==> src/rtl/dpc_pkg.sv <==
// Shared constants for the digital playback control stage
package dpc_pkg;
  // ---------------------------------------------------------------
  // Register indices, byte address is four times the index
  // ---------------------------------------------------------------
  localparam logic [7:0] IDX_CTRL   = 8'h0a;
  localparam logic [7:0] IDX_LVOL   = 8'h0b;
  localparam logic [7:0] IDX_RVOL   = 8'h0c;
  localparam logic [7:0] IDX_CFG    = 8'h0d;
  localparam logic [7:0] IDX_STATUS = 8'h0e;
  // ---------------------------------------------------------------
  // Control field positions
  // ---------------------------------------------------------------
  localparam int B_MONO   = 9;
  localparam int B_SBFILT = 8;
  localparam int B_RATE   = 7;
  localparam int B_URAMP  = 6;
  localparam int B_EMPH   = 4;
  localparam int B_MUTE   = 2;
  localparam int B_APPLY  = 8;
  localparam int B_LENA   = 0;
  localparam int B_RENA   = 1;
  localparam int B_AUTO   = 2;
  localparam logic [15:0] CTRL_MASK  = 16'h03f4;
  localparam logic [15:0] CTRL_RESET = 16'h0004;
  localparam logic [7:0]  VOL_RESET  = 8'hc0;
  localparam logic [7:0]  VOL_TOP    = 8'hc0;
  localparam logic [7:0]  VOL_MUTE   = 8'h00;
  // ---------------------------------------------------------------
  // Ramp dividers in sample periods, fs/2 and fs/32
  // ---------------------------------------------------------------
  localparam logic [4:0] DIV_FAST = 5'h01;
  localparam logic [4:0] DIV_SLOW = 5'h1f;
  localparam int Q_SHIFT = 15;
  typedef enum logic [1:0] {EMPH_OFF, EMPH_32K, EMPH_44K, EMPH_48K} dpc_emph_t;
  // One 6 dB octave split into sixteen 0.375 dB mantissas
  function automatic logic [15:0] dpc_gain(input logic [7:0] code);
    logic [7:0]  att;
    logic [15:0] m;
    att = VOL_TOP - code;
    case (att[3:0])
      4'h0: m = 16'h8000;  4'h1: m = 16'h7a93;  4'h2: m = 16'h7560;
      4'h3: m = 16'h7066;  4'h4: m = 16'h6ba2;  4'h5: m = 16'h6712;
      4'h6: m = 16'h62b4;  4'h7: m = 16'h5e84;  4'h8: m = 16'h5a82;
      4'h9: m = 16'h56ac;  4'ha: m = 16'h52ff;  4'hb: m = 16'h4f7b;
      4'hc: m = 16'h4c1c;  4'hd: m = 16'h48e2;  4'he: m = 16'h45cb;
      default: m = 16'h42d5;
    endcase
    dpc_gain = (code == VOL_MUTE) ? 16'h0000 : (m >> att[7:4]);
  endfunction : dpc_gain
endpackage : dpc_pkg

==> src/rtl/dpc_playback.sv <==
// Playback control stage with sample FIFO and Wishbone registers
// Contract
// - Codes C0h..FFh saturate at 0 dB gain
// - Soft mute ramps applied volume down stepwise
// - Unmute with ramp bit ramps up gradually
// - Unmute without ramp bit jumps to volume
// - Soft mute is set out of reset
// - Rate bit picks fs/2 or fs/32 ramp
// - Ramp ticks derive from the sample clock
// - Ramp length follows volume distance travelled
// - Mono mix sums channels at -6 dB
// - Mono only when a converter is disabled
// - Two-bit field selects de-emphasis curve
// - Filter bit selects normal or sloping filter
// - Automatic clocking overrides the filter bit
// - Control bits at 9,8,7,6,5:4,2
// - Code 00h mutes, 01h is -71.625 dB
// - Apply strobe updates both volumes together
//
// Implementation choice: the Wishbone slave port.
`timescale 1ns/100ps

// -----------------------------------------------------------------
// Sample FIFO
// -----------------------------------------------------------------
module dpc_fifo #(
  parameter int WIDTH = 48,
  parameter int DEPTH = 32
) (
  input  wire logic             clk_i,
  input  wire logic             rst_i,
  input  wire logic             in_valid_i,
  input  wire logic [WIDTH-1:0] in_data_i,
  output logic                  in_ready_o,
  output logic                  out_valid_o,
  output logic      [WIDTH-1:0] out_data_o,
  input  wire logic             out_ready_i
);
  localparam int AW = $clog2(DEPTH);
  if (DEPTH < 2 || (1 << AW) != DEPTH || WIDTH < 1)
  begin : g_bad
    $error("FIFO depth must be a power of two");
  end
  logic [WIDTH-1:0] mem [DEPTH];
  logic [AW-1:0]    wr_ptr;
  logic [AW-1:0]    rd_ptr;
  logic [AW:0]      count;
  wire              push = in_valid_i & in_ready_o;
  wire              pop  = out_valid_o & out_ready_i;
  wire [AW:0]       next_count = count + {{AW{1'b0}}, push} - {{AW{1'b0}}, pop};
  assign out_data_o = mem[rd_ptr];

  // Flags registered so the ready port comes from a flop
  always_ff @(posedge clk_i)
  begin
    if (rst_i)
    begin
      wr_ptr      <= '0;
      rd_ptr      <= '0;
      count       <= '0;
      in_ready_o  <= 1'b1;
      out_valid_o <= 1'b0;
    end
    else
    begin
      wr_ptr      <= wr_ptr + AW'(push);
      rd_ptr      <= rd_ptr + AW'(pop);
      count       <= next_count;
      in_ready_o  <= next_count != (AW+1)'(DEPTH);
      out_valid_o <= next_count != '0;
    end
  end

  // Storage written only while room remains
  always_ff @(posedge clk_i)
  begin
    if (push)
    begin
      mem[wr_ptr] <= in_data_i;
    end
  end
endmodule : dpc_fifo

// -----------------------------------------------------------------
// Playback control top
// -----------------------------------------------------------------
module dpc_playback #(
  parameter int SAMPLE_W = 24,
  parameter int DEPTH    = 32,
  parameter int ADR_W    = 8,
  parameter logic [15:0] K_32K = 16'h5000,
  parameter logic [15:0] K_44K = 16'h5c00,
  parameter logic [15:0] K_48K = 16'h6000
) (
  input  wire logic                clk_i,
  input  wire logic                rst_i,
  input  wire logic                cyc_i,
  input  wire logic                stb_i,
  input  wire logic                we_i,
  input  wire logic [ADR_W-1:0]    adr_i,
  input  wire logic [3:0]          sel_i,
  input  wire logic [31:0]         dat_i,
  output logic      [31:0]         dat_o,
  output logic                     ack_o,
  input  wire logic                sample_tick_i,
  input  wire logic                auto_low_rate_i,
  input  wire logic                in_valid_i,
  input  wire logic [SAMPLE_W-1:0] in_left_i,
  input  wire logic [SAMPLE_W-1:0] in_right_i,
  output logic                     in_ready_o,
  output logic                     out_valid_o,
  output logic [SAMPLE_W-1:0]      out_left_o,
  output logic [SAMPLE_W-1:0]      out_right_o,
  output logic                     sloping_filter_select_o
);
  import dpc_pkg::*;
  if (SAMPLE_W < 8 || SAMPLE_W > 32 || ADR_W < 6)
  begin : g_bad
    $error("Unsupported sample or address width");
  end

  // ---------------------------------------------------------------
  // Register bus
  // ---------------------------------------------------------------
  logic [15:0] ctrl;
  logic [7:0]  left_volume_code;
  logic [7:0]  right_volume_code;
  logic [7:0]  tgt_l;
  logic [7:0]  tgt_r;
  logic [2:0]  cfg;
  logic [7:0]  app_l;
  logic [7:0]  app_r;
  logic        ramp_up;
  logic        ramping;
  wire         req = cyc_i & stb_i & ~ack_o;
  wire         wr  = req & we_i;
  wire [7:0]   idx = 8'(adr_i[ADR_W-1:2]);
  wire         hit_ctrl = wr & (idx == IDX_CTRL);
  wire         hit_lvol = wr & (idx == IDX_LVOL);
  wire         hit_rvol = wr & (idx == IDX_RVOL);
  wire         hit_cfg  = wr & (idx == IDX_CFG);

  // Byte-lane merge, lanes 2 and 3 hold nothing
  function automatic logic [15:0] merge(input logic [15:0] old, input logic [31:0] d,
                                        input logic [3:0] s);
    merge = {s[1] ? d[15:8] : old[15:8], s[0] ? d[7:0] : old[7:0]};
  endfunction : merge

  wire [15:0] new_ctrl = merge(ctrl, dat_i, sel_i) & CTRL_MASK;
  wire [15:0] new_lvol = merge({8'h00, left_volume_code}, dat_i, sel_i);
  wire [15:0] new_rvol = merge({8'h00, right_volume_code}, dat_i, sel_i);
  wire [15:0] new_cfg  = merge({13'h0000, cfg}, dat_i, sel_i);
  wire apply = (hit_lvol & new_lvol[B_APPLY]) | (hit_rvol & new_rvol[B_APPLY]);
  wire mute     = ctrl[B_MUTE];
  wire ramp_sel = ctrl[B_URAMP];
  wire [7:0] pend_l = hit_lvol ? new_lvol[7:0] : left_volume_code;
  wire [7:0] pend_r = hit_rvol ? new_rvol[7:0] : right_volume_code;

  // Read mux, unmapped indices read zero
  wire [31:0] rd_data =
    (idx == IDX_CTRL)   ? {16'h0000, ctrl} :
    (idx == IDX_LVOL)   ? {24'h00_0000, left_volume_code} :
    (idx == IDX_RVOL)   ? {24'h00_0000, right_volume_code} :
    (idx == IDX_CFG)    ? {29'h0000_0000, cfg} :
    (idx == IDX_STATUS) ? {14'h0000, sloping_filter_select_o, ramping, app_r, app_l} :
    32'h0000_0000;

  // One-wait-state ack, every address answered
  always_ff @(posedge clk_i)
  begin
    if (rst_i)
    begin
      ack_o <= 1'b0;
      dat_o <= 32'h0000_0000;
    end
    else
    begin
      ack_o <= req;
      dat_o <= req ? rd_data : 32'h0000_0000;
    end
  end

  // Register storage; mute starts set so output is silent
  always_ff @(posedge clk_i)
  begin
    if (rst_i)
    begin
      ctrl              <= CTRL_RESET;
      left_volume_code  <= VOL_RESET;
      right_volume_code <= VOL_RESET;
      tgt_l             <= VOL_RESET;
      tgt_r             <= VOL_RESET;
      cfg               <= 3'h0;
    end
    else
    begin
      if (hit_ctrl)
      begin
        ctrl <= new_ctrl;
      end
      if (hit_lvol)
      begin
        left_volume_code <= new_lvol[7:0];
      end
      if (hit_rvol)
      begin
        right_volume_code <= new_rvol[7:0];
      end
      if (apply)
      begin
        tgt_l <= pend_l;
        tgt_r <= pend_r;
      end
      if (hit_cfg)
      begin
        cfg <= new_cfg[2:0];
      end
    end
  end

  // ---------------------------------------------------------------
  // Soft mute ramp
  // ---------------------------------------------------------------
  logic [4:0] div_cnt;
  wire [4:0] div_end  = ctrl[B_RATE] ? DIV_SLOW : DIV_FAST;
  wire       ramp_tick = sample_tick_i & (div_cnt >= div_end);
  // Codes above the top code behave as 0 dB
  wire [7:0] cap_l = (tgt_l > VOL_TOP) ? VOL_TOP : tgt_l;
  wire [7:0] cap_r = (tgt_r > VOL_TOP) ? VOL_TOP : tgt_r;
  wire unmute_edge = hit_ctrl & mute & ~new_ctrl[B_MUTE];

  // Single step toward a goal, holds once reached
  function automatic logic [7:0] step(input logic [7:0] cur, input logic [7:0] goal);
    step = (cur < goal) ? cur + 8'h01 : (cur > goal) ? cur - 8'h01 : cur;
  endfunction : step

  wire [7:0] next_app_l = mute    ? step(app_l, VOL_MUTE) :
                          ramp_up ? step(app_l, cap_l) : cap_l;
  wire [7:0] next_app_r = mute    ? step(app_r, VOL_MUTE) :
                          ramp_up ? step(app_r, cap_r) : cap_r;
  wire       live_ramp  = mute | ramp_up;

  // Divider restarts at each ramp tick
  always_ff @(posedge clk_i)
  begin
    if (rst_i)
    begin
      div_cnt <= 5'h00;
    end
    else if (sample_tick_i)
    begin
      div_cnt <= ramp_tick ? 5'h00 : div_cnt + 5'h01;
    end
  end

  // Applied volume moves one code per tick, so ramp time scales with distance
  always_ff @(posedge clk_i)
  begin
    if (rst_i)
    begin
      app_l   <= VOL_MUTE;
      app_r   <= VOL_MUTE;
      ramp_up <= 1'b0;
      ramping <= 1'b0;
    end
    else
    begin
      if (!live_ramp || ramp_tick)
      begin
        app_l <= next_app_l;
        app_r <= next_app_r;
      end
      if (unmute_edge)
      begin
        ramp_up <= new_ctrl[B_URAMP];
      end
      else if (mute || (app_l == cap_l && app_r == cap_r) || !ramp_sel)
      begin
        ramp_up <= 1'b0;
      end
      ramping <= mute ? (app_l != VOL_MUTE || app_r != VOL_MUTE) : ramp_up;
    end
  end

  // ---------------------------------------------------------------
  // Sample path
  // ---------------------------------------------------------------
  localparam int FW = 2 * SAMPLE_W;
  logic [FW-1:0] head;
  logic          head_valid;
  wire           take = head_valid & sample_tick_i;
  // Left or right converter off enables mono
  wire           both_on = cfg[B_LENA] & cfg[B_RENA];
  wire           mono_on = ctrl[B_MONO] & ~both_on;
  wire signed [SAMPLE_W-1:0] hd_l = head[FW-1:SAMPLE_W];
  wire signed [SAMPLE_W-1:0] hd_r = head[SAMPLE_W-1:0];
  // Half of the sum cannot clip
  wire signed [SAMPLE_W:0]   sum  = {hd_l[SAMPLE_W-1], hd_l} + {hd_r[SAMPLE_W-1], hd_r};
  wire signed [SAMPLE_W-1:0] mix  = sum[SAMPLE_W:1];
  wire [15:0] k_sel = (ctrl[B_EMPH+:2] == EMPH_32K) ? K_32K :
                      (ctrl[B_EMPH+:2] == EMPH_44K) ? K_44K : K_48K;
  wire        emph_on = ctrl[B_EMPH+:2] != EMPH_OFF;

  dpc_fifo #(
    .WIDTH (FW),
    .DEPTH (DEPTH)
  ) u_fifo (
    .clk_i       (clk_i),
    .rst_i       (rst_i),
    .in_valid_i  (in_valid_i),
    .in_data_i   ({in_left_i, in_right_i}),
    .in_ready_o  (in_ready_o),
    .out_valid_o (head_valid),
    .out_data_o  (head),
    .out_ready_i (sample_tick_i)
  );

  // Both channels share gain, mix and curve logic
  for (genvar ch = 0; ch < 2; ch++)
  begin : g_ch
    logic signed [SAMPLE_W-1:0] y;
    wire signed [SAMPLE_W-1:0] raw  = (ch == 0) ? hd_l : hd_r;
    wire                       ena  = cfg[ch];
    wire signed [SAMPLE_W-1:0] x    = mono_on ? mix : raw;
    wire [15:0]                g    = dpc_gain((ch == 0) ? app_l : app_r);
    wire signed [SAMPLE_W+16:0] p   = x * $signed({1'b0, g});
    wire signed [SAMPLE_W-1:0] v    = p[Q_SHIFT+SAMPLE_W-1:Q_SHIFT];
    wire signed [SAMPLE_W:0]   d    = {v[SAMPLE_W-1], v} - {y[SAMPLE_W-1], y};
    wire signed [SAMPLE_W+17:0] q   = d * $signed({1'b0, k_sel});
    // Curve is a one-pole shelf, coefficients are tunable
    wire signed [SAMPLE_W-1:0] e    = y + q[Q_SHIFT+SAMPLE_W-1:Q_SHIFT];
    wire signed [SAMPLE_W-1:0] res  = emph_on ? e : v;
    wire signed [SAMPLE_W-1:0] outv = (mono_on && !ena) ? '0 : res;

    // Settings sampled once per popped sample, never mid-sample
    always_ff @(posedge clk_i)
    begin
      if (rst_i)
      begin
        y <= '0;
      end
      else if (take)
      begin
        y <= emph_on ? e : v;
      end
    end

    if (ch == 0)
    begin : g_l
      always_ff @(posedge clk_i)
      begin
        if (rst_i)
        begin
          out_left_o <= '0;
        end
        else if (take)
        begin
          out_left_o <= outv;
        end
      end
    end
    else
    begin : g_r
      always_ff @(posedge clk_i)
      begin
        if (rst_i)
        begin
          out_right_o <= '0;
        end
        else if (take)
        begin
          out_right_o <= outv;
        end
      end
    end
  end

  // Filter choice follows clocking mode; valid pulses per sample
  always_ff @(posedge clk_i)
  begin
    if (rst_i)
    begin
      out_valid_o             <= 1'b0;
      sloping_filter_select_o <= 1'b0;
    end
    else
    begin
      out_valid_o             <= take;
      sloping_filter_select_o <= cfg[B_AUTO] ? auto_low_rate_i :
                                 ctrl[B_SBFILT];
    end
  end
endmodule : dpc_playback

==> config.mk <==
export PLATFORM = sky130hd
export DESIGN_NAME = dpc_playback
export DESIGN_NICKNAME = d
export VERILOG_FILES = /design/src/rtl/dpc_pkg.sv /design/src/rtl/dpc_playback.sv
export SDC_FILE = /design/constraint.sdc
export NUM_CORES = 2
export LEC_CHECK = 0
export ABC_AREA = 0
export BUFFER_PORTS_ARGS = -buffer_cell sky130_fd_sc_hd__buf_2
export CAP_MARGIN = 25
export CORE_MARGIN = 2
export CORE_UTILIZATION = 38
export DETAILED_ROUTE_END_ITERATION = 8
export GPL_TIMING_DRIVEN = 1
export PLACE_DENSITY = 0.66
export SYNTH_ARGS = -nofsm -noshare
export SYNTH_HDL_FRONTEND = slang
export SYNTH_SLANG_ARGS = --single-unit
==> constraint.sdc <==
create_clock -name clk_i -period 17.3 [get_ports clk_i]
set_input_delay 2.595 -clock clk_i [delete_from_list [all_inputs] [get_ports clk_i]]
set_output_delay 2.595 -clock clk_i [all_outputs]
set_load 0.005 [all_outputs]
==> out/metrics.csv <==
stage;metric;value;unit
floorplan;rows;198;
clock_network;insertion_delay;850;ps
worst_setup_path;worstPathRequired;18030;ps
worst_setup_path;slowest_delay;560;ps
worst_setup_path;startpoint_type;register;
outcome;outcome;finished, final reports clean;
clock_network;clkTransAtPathRegs;70;ps
timing;drv_slew;0;
place;port_buffers;143;
clock_network;cts_max_level;4;
layout;drive_above_1_share;28.5;%
place;hpwl;219;mm
yosys;synth-edff-count;1536;
global_routing;grt_overflow;0;
timing;tightest_slew;1130;ps
yosys;synth_top_area_cell;edfxtp_1;
global_routing;track_usage;21.3;%
timing;fin_tns_setup;0;ps
route;vias;75400;
floorplan;pin_count;184;
floorplan;dieArea;298000;um2
global_routing;grt_pass1_wl;483;mm
yosys;syn_inst;8711;
clock_network;cts_hold_buf;0;
yosys;ys_warn_count;0;
global_routing;grt_max_degree;87;
timing;setup_violations;0;
yosys;synth_top_area_share;41.4;%
route;wl_per_cell;23.3;um
yosys;yosys_register_bits;1736;
yosys;synth-seq-area-share;45.0;%
yosys;synth_most_common_cell;edfxtp_1;
place;gp_congestion;0.958;
timing;clock_skew;97.1;ps
floorplan;fp.dieW;546;um
layout;final_net_count;11500;
route;wirelength;326;mm
route;drc;0;
worst_setup_path;cp_max_fo;7;
clock_network;clockRootBuffer;clkbuf_16;
route;ant_nets;0;
worst_setup_path;arrival;18020;ps
route;vias_per_cell;5.38;
floorplan;die_y;546;um
floorplan;initial_core_util;38.3;%
worst_setup_path;path_class;register to register;
timing;rsz0062_at_grt;yes;
clock_network;cts_buffer_depth;4;
yosys;syn_area_per_cell;12.8;um2
floorplan;coreArea;291000;um2
timing;fin_crit_sh;100;%
yosys;synth.area.top_cells;edfxtp_1 41%, fa_1 15%, mux4_2 9.6%;
timing;finalHoldViolations;0;
yosys;syn_area;112000;um2
clock_network;cts_buffers;169;
clock_network;cts_sinks;1736;
hold_path;min_path_type;register to register;
global_routing;first_global_vias;77700;
yosys;synthArstFlopShare;0;%
timing;maxSlewHeadroom;24.1;%
global_routing;antenna_found_initial;28;
route;dr.pass1.iters;6;
yosys;synth_commonest_cells;1,536 x edfxtp_1, 1,258 x inv_1, 860 x fa_1;
clock_network;cts_tree;done;
worst_setup_path;cp_slowest_cell;fa_2;
job;cap_violations;0;
timing;max_freq;57.8;MHz
worst_setup_path;critPathCaptureType;register;
yosys;synth_cell_types;90;
yosys;synth_ff_type;edfxtp_1;
layout;area.growth.synth_to_final;22.4;%
route;drt_iter0_markers;7310;
timing;finalCriticalPeriod;17290;ps
[final timing paths]
path / from / to / slack, ps / cells after the start
hold reg to reg: out_left_o[18]$_SDFFE_PP0P_ / out_left_o[18]$_SDFFE_PP0P_ / 440 / 2
setup / recovery: u_fifo.rd_ptr[0]$_SDFF_PP0_ / g_ch[1].y[20]$_SDFFE_PP0P_ / 7 / 82
setup reg to reg: u_fifo.rd_ptr[0]$_SDFF_PP0_ / g_ch[1].y[20]$_SDFFE_PP0P_ / 7 / 82
hold / removal: out_left_o[18]$_SDFFE_PP0P_ / out_left_o[18]$_SDFFE_PP0P_ / 440 / 2
[cell type report]
class                      instances  area [um2]
antenna                           15        37.5
clock buffer                     199        4360
clock inverter                    92         926
fill                           25300      155000
inverter                        1262        4740
multi-input combinational       5345       59200
sequential                      1736       50100
tap                             3900        4880
timing repair buffer            1470       12200
[stage by stage]
step	std cells	area (um2)	hold WS (ps)	worst slack [ps]	utilization, %
5_1_grt	14000	136000	468	-510	46.8
3_3_place_gp	13600	125000	433	-1130	43.0
3_5_place_dp	13600	125000	439	-1220	43.1
6_report	14000	136000	443	6.76	46.8
2_1_floorplan	8724	112000	406	2.32	-
4_1_cts	13900	133000	452	-108	45.6
[cell families after synthesis]
| kind of cell | count (synthesis) | share of synthesized area (%) |
|---|---|---|
| AOI/OAI and AO/OA | 1057 | 6.20 |
| DFF | 1736 | 45.0 |
| xor gates and xnor gates | 285 | 2.26 |
| buffers and inverters | 1643 | 5.69 |
| adders and majority gates | 1467 | 22.2 |
| and+or+nand+nor | 1896 | 7.62 |
| muxes | 626 | 11.0 |
| other | 1 | 0.00336 |
[placed cells by master, fill, tap and decap left out, drive strengths merged, types with 16 or more instances in the layout]
| cell type | synthesis | layout |
|---|---|---|
| a211o | 21 | 21 |
| a211oi | 100 | 100 |
| a21o | 96 | 96 |
| a21oi | 300 | 300 |
| a22o | 17 | 17 |
| a22oi | 22 | 22 |
| a31o | 16 | 16 |
| a31oi | 38 | 38 |
| and2 | 106 | 106 |
| and3 | 26 | 26 |
| buf | 108 | 1465 |
| bufinv | 0 | 18 |
| clkbuf | 273 | 204 |
| clkinv | 3 | 65 |
| dfxtp | 200 | 200 |
| edfxtp | 1536 | 1536 |
| fa | 860 | 860 |
| ha | 605 | 605 |
| inv | 1259 | 1264 |
| mux2 | 64 | 64 |
| mux2i | 86 | 86 |
| mux4 | 476 | 476 |
| nand2 | 588 | 588 |
| nand2b | 88 | 88 |
| nand3 | 72 | 72 |
| nand3b | 16 | 16 |
| nand4 | 18 | 18 |
| nor2 | 698 | 698 |
| nor2b | 61 | 61 |
| nor3 | 101 | 101 |
| nor4 | 30 | 30 |
| o211ai | 33 | 33 |
| o21a | 51 | 51 |
| o21ai | 196 | 196 |
| o21bai | 37 | 37 |
| o31ai | 17 | 17 |
| or2 | 29 | 29 |
| or3 | 39 | 39 |
| xnor2 | 182 | 182 |
| xor2 | 102 | 102 |
[layer usage]
metal,GRT usage [%],part of all wire [%],up-vias
li1,-,-,33000
met5,0,0.060,-
met1,28.4,40,38500
met4,5.90,3.1,30
met3,4.37,8.9,591
met2,35.2,48,3228
[timing repair]
item,in CTS,in global routing
gates cloned,9,5
setup endpoints to repair,51,57
gates resized for setup,266,549
endpoints found under the hold margin,0,0
setup buffers,63,90
pin swaps,92,325
[registers in the layout, summed over array words and instances (netlist names)]
name / count
ramping: 1
ramp_up: 1
sloping_filter_select_o: 1
cfg: 3
dat_o: 18
out_left_o: 24
u_fifo.wr_ptr: 5
out_right_o: 24
right_volume_code: 8
u_fifo.in_ready_o: 1
u_fifo.mem: 1536
left_volume_code: 8
out_valid_o: 1
g_ch.y: 48
app_r: 8
ctrl: 7
u_fifo.out_valid_o: 1
div_cnt: 5
u_fifo.count: 6
tgt_r: 8
app_l: 8
ack_o: 1
tgt_l: 8
u_fifo.rd_ptr: 5
[worst max-delay path: cells and delay by family (launching register included)]
family / cells / cell delay (ps)
AND/OR/NAND/NOR: 7 / 1550
XOR/XNOR: 5 / 600
multiplexers: 3 / 1230
buffers and inverters: 23 / 2300
AO/OA/AOI/OAI: 27 / 4570
adder cells (fa/ha/maj): 17 / 6520
flip-flops: 1 / 380
Power is left out: the tool's default activity adds up to more than one toggle a clock period on the data nets, which glitch-free logic cannot reach.
